[config.mk]
export PLATFORM = sky130hd
export DESIGN_NAME = mpio_top
export DESIGN_NICKNAME = d
export VERILOG_FILES = /design/src/common/mpio_pkg.sv /design/src/rtl/mpio_top.sv /design/src/rtl/mpio_sync.sv /design/src/rtl/mpio_port.sv
export VERILOG_INCLUDE_DIRS = /design/src /design/src/common
export SDC_FILE = /design/constraint.sdc
export NUM_CORES = 1
export LEC_CHECK = 0
export BUFFER_PORTS_ARGS = -buffer_cell sky130_fd_sc_hd__buf_2
export CAP_MARGIN = 20
export CORE_MARGIN = 8
export CORE_UTILIZATION = 53
export CTS_BUF_LIST = sky130_fd_sc_hd__clkbuf_4 sky130_fd_sc_hd__clkbuf_8
export DETAILED_ROUTE_END_ITERATION = 6
export PLACE_DENSITY = 0.81
export SLEW_MARGIN = 40
export SYNTH_ARGS = -nofsm -noshare
export SYNTH_HDL_FRONTEND = slang
export SYNTH_SLANG_ARGS = --single-unit
[constraint.sdc]
create_clock -name mclk -period 1.3 [get_ports mclk]
set_clock_uncertainty 0.05 [all_clocks]
set_input_delay 0.39 -clock mclk [delete_from_list [all_inputs] [get_ports mclk]]
set_output_delay 0.39 -clock mclk [all_outputs]
set_load 0.1 [all_outputs]
[src/common/mpio_map.svh]
// Constants for the multiport pin control block: reset values and counts.
// Assumes inclusion by bare name from rtl files and the package.
`ifndef MPIO_MAP_SVH
`define MPIO_MAP_SVH

`define MPIO_DIR_RST      8'hFF
`define MPIO_LATCH_RST    8'h00
`define MPIO_CTRL_RST     8'h00
`define MPIO_ANA_RST      8'hFF
`define MPIO_P2_ANA_RST   8'hFF
`define MPIO_P12_ANA_RST  1'h1
`define MPIO_P130_RST     1'h0
`define MPIO_SYNC_STAGES  2
`define MPIO_P0_WIDTH     2
`define MPIO_P2_WIDTH     8
`define MPIO_P5_WIDTH     2
`define MPIO_P6_WIDTH     4
`define MPIO_P7_WIDTH     6
`define MPIO_P12_IN_WIDTH 4

`endif

[src/common/mpio_pkg.sv]
// Types for the multiport pin control block.
// Assumes the map header sits beside it on the include path.
`include "mpio_map.svh"

package mpio_pkg;
	typedef enum logic [1:0] {
		MPIO_DIG_IN,
		MPIO_DIG_OUT,
		MPIO_ANA_IN,
		MPIO_BAD
	} mpio_mode_e;
	typedef logic [7:0] mpio_byte_t;
endpackage : mpio_pkg

[src/rtl/mpio_top.sv]
// Multiport pin control: ports 0,2,5,6,7,12,13 with their options.
// Assumes software control arrives as same-clock ports; pins are async.
`timescale 1ns/1ps
`default_nettype none
`include "mpio_map.svh"

// Summary of operation
// Per-pin output latch and per-bit direction chosen by software.
// Weak pull-up enabled on input pins when its bit is set.
// Input buffer type bit picks normal or TTL threshold.
// Small package port-0 low pins reset analog; large package resets input.
// Port 2: digital in, digital out, analog in; analog output prohibited.
// Software allocates port-2 digital pins from top, analog from bottom.
// Analog port-2 pin converted only when channel select picks it.
// Reset puts all eight port-2 pins in analog input mode.
// Port-5 low pins and port-7 bit 4 open-drain when mode bit set.
// Port-6 pins are always open-drain, never drive high.
// Port-12 pins one to four input-only, no latch or direction.
// Port-12 pin zero resets analog; others reset as inputs.
// Port-13 bit 0 fixed output with latch; bit 7 fixed input.
// Port-13 output pin drives low during and after reset.
// Plain digital ports reset to input mode.
// Software writes initial values to control bits without pins.
// Direction one is input with buffer off; reset loads all ones.
// Port read gives pin level for inputs, latch for outputs.
// Analog converter input pins read zero in input mode.
// Reset clears output latches to zero.
// Digital pin inputs pass a two-stage synchroniser before reading.
module mpio_top
	import mpio_pkg::*;
#(
	parameter bit SMALL_PKG = 1'b0
) (
	// Clock and reset
	input  wire logic        mclk,
	input  wire logic        rst_n,
	// Port 0
	input  wire logic        p0_latch_we,
	input  wire logic        p0_dir_we,
	input  wire logic        p0_ana_we,
	input  wire logic [1:0]  p0_wdata,
	input  wire logic [1:0]  p0_weak_high_enable,
	input  wire logic [1:0]  p0_input_buffer_type,
	input  wire logic [1:0]  p0_drain_only_select,
	output logic      [1:0]  p0_rdata,
	input  wire logic [1:0]  p0_pin_in,
	output logic      [1:0]  p0_pin_out,
	output logic      [1:0]  p0_pin_oe_n,
	output logic      [1:0]  p0_pull_en,
	output logic      [1:0]  p0_ttl_en,
	// Port 2 with converter
	input  wire logic        p2_latch_we,
	input  wire logic        p2_dir_we,
	input  wire logic        p2_ana_we,
	input  wire logic [7:0]  p2_wdata,
	input  wire logic [2:0]  converter_channel_select,
	output logic      [7:0]  p2_rdata,
	input  wire logic [7:0]  p2_pin_in,
	output logic      [7:0]  p2_pin_out,
	output logic      [7:0]  p2_pin_oe_n,
	output logic      [7:0]  converter_input,
	output logic             p2_bad_setting,
	// Port 5
	input  wire logic        p5_latch_we,
	input  wire logic        p5_dir_we,
	input  wire logic [1:0]  p5_wdata,
	input  wire logic [1:0]  p5_weak_high_enable,
	input  wire logic        p5_input_buffer_type,
	input  wire logic [1:0]  p5_drain_only_select,
	output logic      [1:0]  p5_rdata,
	input  wire logic [1:0]  p5_pin_in,
	output logic      [1:0]  p5_pin_out,
	output logic      [1:0]  p5_pin_oe_n,
	output logic      [1:0]  p5_pull_en,
	output logic             p5_ttl_en,
	// Port 6
	input  wire logic        p6_latch_we,
	input  wire logic        p6_dir_we,
	input  wire logic [3:0]  p6_wdata,
	output logic      [3:0]  p6_rdata,
	input  wire logic [3:0]  p6_pin_in,
	output logic      [3:0]  p6_pin_out,
	output logic      [3:0]  p6_pin_oe_n,
	// Port 7
	input  wire logic        p7_latch_we,
	input  wire logic        p7_dir_we,
	input  wire logic [5:0]  p7_wdata,
	input  wire logic [5:0]  p7_weak_high_enable,
	input  wire logic        p7_drain_only_select,
	output logic      [5:0]  p7_rdata,
	input  wire logic [5:0]  p7_pin_in,
	output logic      [5:0]  p7_pin_out,
	output logic      [5:0]  p7_pin_oe_n,
	output logic      [5:0]  p7_pull_en,
	// Port 12 and port 13
	input  wire logic        p12_latch_we,
	input  wire logic        p12_dir_we,
	input  wire logic        p12_ana_we,
	input  wire logic        p12_wdata,
	input  wire logic        p12_weak_high_enable,
	output logic      [4:0]  p12_rdata,
	input  wire logic [4:0]  p12_pin_in,
	output logic             p12_pin_out,
	output logic             p12_pin_oe_n,
	output logic             p12_pull_en,
	input  wire logic        p13_latch_we,
	input  wire logic        p13_wdata,
	output logic      [7:0]  p13_rdata,
	input  wire logic        p137_pin_in,
	output logic             p130_pin_out
);
	localparam logic [7:0] P0_ANA = SMALL_PKG ? `MPIO_ANA_RST : 8'h00;

	wire [1:0] p0_ana;
	wire [7:0] p2_dir;
	wire [7:0] p2_ana;
	wire [3:0] p12_hi_sync;
	wire       p137_sync;
	wire [7:0] chan_hit;
	wire       p12_rd0;
	logic [1:0] ttl0_ff;
	logic       ttl5_ff;
	logic [7:0] conv_ff;
	logic       bad_ff;
	logic       p130_ff;
	logic [7:0] p13_rd_ff;
	logic [3:0] p12_hi_ff;
	wire [7:0] p2_bad_bit;

	// Port 0; analog select writes are ignored on the large package
	mpio_port #(.W(2), .ANA_RST(P0_ANA)) u_p0 (
		.mclk(mclk),
		.rst_n(rst_n),
		.latch_we(p0_latch_we),
		.latch_wdata(p0_wdata),
		.dir_we(p0_dir_we),
		.dir_wdata(p0_wdata),
		.ana_we(p0_ana_we & SMALL_PKG),
		.ana_wdata(p0_wdata),
		.weak_high_enable(p0_weak_high_enable),
		.drain_only_select(p0_drain_only_select),
		.port_rdata(p0_rdata),
		.direction_select(),
		.analog_mode(p0_ana),
		.pin_in(p0_pin_in),
		.pin_out(p0_pin_out),
		.pin_oe_n(p0_pin_oe_n),
		.pull_en(p0_pull_en)
	);

	// Port 2: converter pins, all analog after reset
	mpio_port #(.W(8), .ANA_RST(`MPIO_P2_ANA_RST)) u_p2 (
		.mclk(mclk),
		.rst_n(rst_n),
		.latch_we(p2_latch_we),
		.latch_wdata(p2_wdata),
		.dir_we(p2_dir_we),
		.dir_wdata(p2_wdata),
		.ana_we(p2_ana_we),
		.ana_wdata(p2_wdata),
		.weak_high_enable(8'h00),
		.drain_only_select(8'h00),
		.port_rdata(p2_rdata),
		.direction_select(p2_dir),
		.analog_mode(p2_ana),
		.pin_in(p2_pin_in),
		.pin_out(p2_pin_out),
		.pin_oe_n(p2_pin_oe_n),
		.pull_en()
	);

	// Port 5: both pins may be switched to open-drain
	mpio_port #(.W(2)) u_p5 (
		.mclk(mclk),
		.rst_n(rst_n),
		.latch_we(p5_latch_we),
		.latch_wdata(p5_wdata),
		.dir_we(p5_dir_we),
		.dir_wdata(p5_wdata),
		.ana_we(1'b0),
		.ana_wdata(2'h0),
		.weak_high_enable(p5_weak_high_enable),
		.drain_only_select(p5_drain_only_select),
		.port_rdata(p5_rdata),
		.direction_select(),
		.analog_mode(),
		.pin_in(p5_pin_in),
		.pin_out(p5_pin_out),
		.pin_oe_n(p5_pin_oe_n),
		.pull_en(p5_pull_en)
	);

	// Port 6: open-drain only, no pull-up
	mpio_port #(.W(4)) u_p6 (
		.mclk(mclk),
		.rst_n(rst_n),
		.latch_we(p6_latch_we),
		.latch_wdata(p6_wdata),
		.dir_we(p6_dir_we),
		.dir_wdata(p6_wdata),
		.ana_we(1'b0),
		.ana_wdata(4'h0),
		.weak_high_enable(4'h0),
		.drain_only_select(4'hF),
		.port_rdata(p6_rdata),
		.direction_select(),
		.analog_mode(),
		.pin_in(p6_pin_in),
		.pin_out(p6_pin_out),
		.pin_oe_n(p6_pin_oe_n),
		.pull_en()
	);

	// Port 7: open-drain option on bit 4 only
	mpio_port #(.W(6)) u_p7 (
		.mclk(mclk),
		.rst_n(rst_n),
		.latch_we(p7_latch_we),
		.latch_wdata(p7_wdata),
		.dir_we(p7_dir_we),
		.dir_wdata(p7_wdata),
		.ana_we(1'b0),
		.ana_wdata(6'h00),
		.weak_high_enable(p7_weak_high_enable),
		.drain_only_select({1'b0, p7_drain_only_select, 4'h0}),
		.port_rdata(p7_rdata),
		.direction_select(),
		.analog_mode(),
		.pin_in(p7_pin_in),
		.pin_out(p7_pin_out),
		.pin_oe_n(p7_pin_oe_n),
		.pull_en(p7_pull_en)
	);

	// Port 12 bit 0: the only port-12 pin with latch and direction
	mpio_port #(.W(1), .ANA_RST({7'h00, `MPIO_P12_ANA_RST})) u_p12 (
		.mclk(mclk),
		.rst_n(rst_n),
		.latch_we(p12_latch_we),
		.latch_wdata(p12_wdata),
		.dir_we(p12_dir_we),
		.dir_wdata(p12_wdata),
		.ana_we(p12_ana_we),
		.ana_wdata(p12_wdata),
		.weak_high_enable(p12_weak_high_enable),
		.drain_only_select(1'b0),
		.port_rdata(p12_rd0),
		.direction_select(),
		.analog_mode(),
		.pin_in(p12_pin_in[0]),
		.pin_out(p12_pin_out),
		.pin_oe_n(p12_pin_oe_n),
		.pull_en(p12_pull_en)
	);

	// Input-only pins of ports 12 and 13
	mpio_sync #(.W(5)) u_sync_in (
		.mclk(mclk),
		.rst_n(rst_n),
		.d_in({p137_pin_in, p12_pin_in[4:1]}),
		.q_out({p137_sync, p12_hi_sync})
	);

	// Port 2 mode per bit; an analog output bit is flagged, never driven
	for (genvar b = 0; b < 8; b++) begin : g_p2_mode
		mpio_mode_e mode;
		assign mode = p2_ana[b] ? (p2_dir[b] ? MPIO_ANA_IN : MPIO_BAD)
		            : (p2_dir[b] ? MPIO_DIG_IN : MPIO_DIG_OUT);
		assign p2_bad_bit[b] = (mode == MPIO_BAD);
	end
	assign chan_hit = 8'h01 << converter_channel_select;

	always_ff @(posedge mclk) begin
		if (!rst_n) begin
			ttl0_ff   <= 2'h0;
			ttl5_ff   <= 1'h0;
			conv_ff   <= 8'h00;
			bad_ff    <= 1'h0;
			p130_ff   <= `MPIO_P130_RST;
			p13_rd_ff <= 8'h00;
			p12_hi_ff <= 4'h0;
		end else begin
			ttl0_ff   <= p0_input_buffer_type & ~p0_ana;
			ttl5_ff   <= p5_input_buffer_type;
			conv_ff   <= chan_hit & p2_ana & p2_dir;
			bad_ff    <= |p2_bad_bit;
			if (p13_latch_we) p130_ff <= p13_wdata;
			p13_rd_ff <= {p137_sync, 6'h00, p130_ff};
			p12_hi_ff <= p12_hi_sync;
		end
	end

	assign p0_ttl_en       = ttl0_ff;
	assign p5_ttl_en       = ttl5_ff;
	assign converter_input = conv_ff;
	assign p2_bad_setting  = bad_ff;
	assign p130_pin_out    = p130_ff;
	assign p13_rdata       = p13_rd_ff;
	assign p12_rdata       = {p12_hi_ff, p12_rd0};
endmodule : mpio_top

`default_nettype wire

[src/rtl/mpio_sync.sv]
// Two-flop synchroniser for a bundle of pin levels.
// Assumes pin inputs are asynchronous to mclk.
`timescale 1ns/1ps
`default_nettype none

module mpio_sync #(
	parameter int W = 8
) (
	// Clock and reset
	input  wire logic         mclk,
	input  wire logic         rst_n,
	// Data
	input  wire logic [W-1:0] d_in,
	output logic      [W-1:0] q_out
);
	logic [W-1:0] meta_ff;
	logic [W-1:0] sync_ff;

	always_ff @(posedge mclk) begin
		if (!rst_n) begin
			meta_ff <= '0;
			sync_ff <= '0;
		end else begin
			meta_ff <= d_in;
			sync_ff <= meta_ff;
		end
	end

	assign q_out = sync_ff;
endmodule : mpio_sync

`default_nettype wire

[src/rtl/mpio_port.sv]
// One general purpose port of up to eight bits: latch, direction, pull-up,
// optional open-drain, read-back and analog gating.
// Assumes control bits come from same-clock software logic, pins are async.
`timescale 1ns/1ps
`default_nettype none
`include "mpio_map.svh"

module mpio_port
	import mpio_pkg::*;
#(
	parameter int         W       = 8,
	parameter logic [7:0] ANA_RST = 8'h00
) (
	// Clock and reset
	input  wire logic         mclk,
	input  wire logic         rst_n,
	// Software write side
	input  wire logic         latch_we,
	input  wire logic [W-1:0] latch_wdata,
	input  wire logic         dir_we,
	input  wire logic [W-1:0] dir_wdata,
	input  wire logic         ana_we,
	input  wire logic [W-1:0] ana_wdata,
	// Static per-bit controls
	input  wire logic [W-1:0] weak_high_enable,
	input  wire logic [W-1:0] drain_only_select,
	// Read side
	output logic      [W-1:0] port_rdata,
	output logic      [W-1:0] direction_select,
	output logic      [W-1:0] analog_mode,
	// Pin side
	input  wire logic [W-1:0] pin_in,
	output logic      [W-1:0] pin_out,
	output logic      [W-1:0] pin_oe_n,
	output logic      [W-1:0] pull_en
);
	logic [W-1:0] latch_ff;
	logic [W-1:0] dir_ff;
	logic [W-1:0] ana_ff;
	logic [W-1:0] pin_sync;
	logic [W-1:0] rd_ff;
	logic [W-1:0] oe_n_ff;
	logic [W-1:0] out_ff;
	logic [W-1:0] pull_ff;
	wire  [W-1:0] nxt_rd;
	wire  [W-1:0] nxt_oe_n;
	wire  [W-1:0] nxt_out;
	wire  [W-1:0] drive_on;

	mpio_sync #(.W(W)) u_sync (
		.mclk (mclk),
		.rst_n(rst_n),
		.d_in (pin_in),
		.q_out(pin_sync)
	);

	always_ff @(posedge mclk) begin
		if (!rst_n) begin
			latch_ff <= W'(`MPIO_LATCH_RST);
			dir_ff   <= W'(`MPIO_DIR_RST);
			ana_ff   <= ANA_RST[W-1:0];
		end else begin
			if (latch_we) latch_ff <= latch_wdata;
			if (dir_we) dir_ff <= dir_wdata;
			if (ana_we) ana_ff <= ana_wdata;
		end
	end

	// Output only when digital and direction zero; analog output is refused
	assign drive_on = ~dir_ff & ~ana_ff;
	// Open-drain pins release instead of driving a one
	assign nxt_oe_n = ~(drive_on & ~(drain_only_select & latch_ff));
	assign nxt_out  = latch_ff & ~drain_only_select;
	// Input bits show the pin, analog input bits read zero, outputs show latch
	assign nxt_rd   = (dir_ff & ~ana_ff & pin_sync)
	                | (~dir_ff & latch_ff);

	always_ff @(posedge mclk) begin
		if (!rst_n) begin
			rd_ff   <= '0;
			oe_n_ff <= '1;
			out_ff  <= '0;
			pull_ff <= '0;
		end else begin
			rd_ff   <= nxt_rd;
			oe_n_ff <= nxt_oe_n;
			out_ff  <= nxt_out;
			pull_ff <= weak_high_enable & dir_ff & ~ana_ff;
		end
	end

	assign port_rdata       = rd_ff;
	assign pin_oe_n         = oe_n_ff;
	assign pin_out          = out_ff;
	assign pull_en          = pull_ff;
	assign direction_select = dir_ff;
	assign analog_mode      = ana_ff;
endmodule : mpio_port

`default_nettype wire

==> impl_metrics.ini <==
[clocking]
numCtsBuffers = 31
clockBufferDepth = 3
cts_max_level = 1
tritoncts = done
cts-root-buf = clkbuf_8
cts_sinks = 206
clkLatencyLatePin_ns = 0.53
path_clk_slew_ns = 0.07

[worst_setup_path]
cp_max_fo = 1
worst-path-buf-inv = 1
cpPeakStageDelay_ns = 0.37
path_cells = buf_12
critPathArrivalTime_ns = 1.09
cp_slowest_cell = dfxtp_4
cp-end-kind = output pin
crit_required_ns = 0.86
crit_family = flip-flops
path_class = reg2out
cp-start-kind = register

[placement]
numPortBuffers = 185
gp_congestion = 0.826
dp_cells = 890
pre_cts_ws_ns = 0.0139
place_hpwl_um = 11800

[logic_synthesis]
synth_edf_count = 0
ys_warn_count = 0
syn_avg_cell_area_um2 = 11.2
syn_area_mm2 = 0.00651
ys.flop_type = dfxtp_1
ys_seq_area_share_pct = 63.3
ys_async_sr_fraction_pct = 0
synth-seq-cells = 206
ys_types = 27
netlist_instances = 584

[outcome]
status = finished, violations left
violations = negative setup slack

[routing]
vias = 4736
viasPerCell = 4.92
drt_iter0_drc = 200
firstDrtPassIters = 4
drt_wl_total_um = 17200
wl_per_cell_um = 17.8
drc = 0
detail-route-antenna-nets = 0

[floorplan]
start_util_pct = 54.2
fp.dieArea_mm2 = 0.0161
num_rows = 40
die_x_um = 127
coreArea_mm2 = 0.0120
pin_count = 197
chipHeight_um = 127

[timing]
finalSetupViolCount = 95
min_period_over_period_pct = 118
worst_slack_ns = -0.230
max_freq_mhz = 654
finalHoldViolCount = 0
fin_crit_ns = 1.53
rsz0062_at_grt = true
holdWs_ns = 0.0308
maxSlewViolCount = 0

[finish]
fin_cells = 963
final_nets = 887
mostFrequentLayoutCells = dfxtp_1 (111), buf_12 (98), dfxtp_2 (94), buf_2 (89), and2_1 (79)
multiInputGateArea_mm2 = 0.00218
syn_to_final_growth_pct = 52.0
drive_above_1_share_pct = 41.7
fillers = 636
final_common_cell = dfxtp_1
final-seq-area_mm2 = 0.00425

[flow_run]
maxCapViolCount = 0

[power]
peakVddDrop_mv = 1.06
power.total_mw = 14.2
leakagePower_nw = 4.45
p_per_area_mw_per_mm2 = 1440

[global_route]
grt_pass1_vias = 5355
grt_max_degree = 57
grt_use_total_pct = 20.9
antenna_found_initial = 1
grt_overflow = 0
grt_pass1_wl_um = 27200

[hold_path]
min_path_type = in2reg
[path summary, 6_finish.rpt]
path	cells after the start	endpoint	startpoint	slack [ns]
worst min register to register	1	u_p5.u_sync.q_out[0]$_SDFF_PN0_	u_p5.u_sync.meta_ff[0]$_SDFF_PN0_	0.37
worst min-delay path	2	u_p2.u_sync.meta_ff[6]$_SDFF_PN0_	p2_pin_in[6]	0.03
worst max-delay path	1	p5_pin_out[0]	u_p5.pin_out[0]$_SDFF_PN0_	-0.23
worst max register to register	2	p2_bad_setting$_SDFF_PN0_	u_p2.direction_select[1]$_SDFFE_PN1P_	0.15
[timing repair]
item                                    4_1_cts  5_1_grt
resized for setup                             1        1
endpoints found under the setup margin       95       95
buffers inserted                              1        0
hold buffers                                 18        0
hold endpoints to repair                     18        0
[synthesized netlist by cell type, types with 6 or more instances]
master / number / share of area [%]
clkbuf_1: 14 / 0.81
o211ai_1: 8 / 0.92
and3_1: 10 / 0.96
nor2_1: 15 / 0.86
inv_1: 8 / 0.46
dfxtp_1: 206 / 63
nor2b_1: 38 / 3.6
buf_2: 12 / 0.92
nand2_1: 57 / 3.3
nand3b_1: 6 / 0.69
nand2b_1: 17 / 1.6
buf_4: 12 / 1.4
nand3_1: 8 / 0.61
a21boi_0: 9 / 1.0
and2_1: 79 / 7.6
mux2i_1: 62 / 9.5
[per-layer routing]
layer	GRT usage (%)	vias to the layer above	wire length [µm]	share of wire (%)
li1	-	2286	-	-
met1	19.9	2254	6120	36
met2	39.6	156	9210	54
met3	7.00	40	1320	7.7
met4	9.52	0	531	3.1
met5	0	-	0	0
[power breakdown]
group / leakage (nW) / switching (mW) / internal (mW)
Combinational: 2.40 / 1.29 / 0.786
Clock: 0.340 / 2.35 / 2.97
Sequential: 1.72 / 0.218 / 6.63
Total: 4.45 / 3.85 / 10.4
[registers in the layout, summed over array words and instances (netlist names), 8 cells and up]
| signal | flops |
|---|---|
| u_p2.u_sync.q_out | 8 |
| converter_input | 8 |
| u_p2.pin_out | 8 |
| u_p2.pin_oe_n | 8 |
| u_p2.analog_mode | 8 |
| u_p2.port_rdata | 8 |
| u_p2.direction_select | 8 |
| u_p2.u_sync.meta_ff | 8 |
| u_p2.latch_ff | 8 |
[per-stage QoR]
stage                     area [µm²]  TNS (ns)  util (%)
final                           9900    -17.44      82.4
after global routing            9900    -21.97      82.4
after CTS                       9890    -20.64      82.4
after detailed placement        9070         0      75.5
after global placement          9070         0      75.5
after floorplan                 6670         0         -
[cell families after synthesis]
logic type / count (synthesis) / share of synthesized area, %
AOI/OAI and AO/OA: 22 / 2.52
buffers and inverters: 49 / 3.78
and+or+nand+nor: 244 / 20.8
other: 1 / 0.0576
DFF: 206 / 63.3
muxes: 62 / 9.53
[layout make-up]
cell class / instances / share of cell area [%]
Antenna cell: 1 / 0.0253
Clock buffer: 44 / 5.68
Clock inverter: 9 / 0.733
Inverter: 8 / 0.303
Multi-Input combinational cell: 338 / 22.0
Sequential cell: 206 / 42.9
Tap cell: 147 / 1.86
Timing Repair Buffer: 210 / 26.5
(Power assumes the default switching activity.)
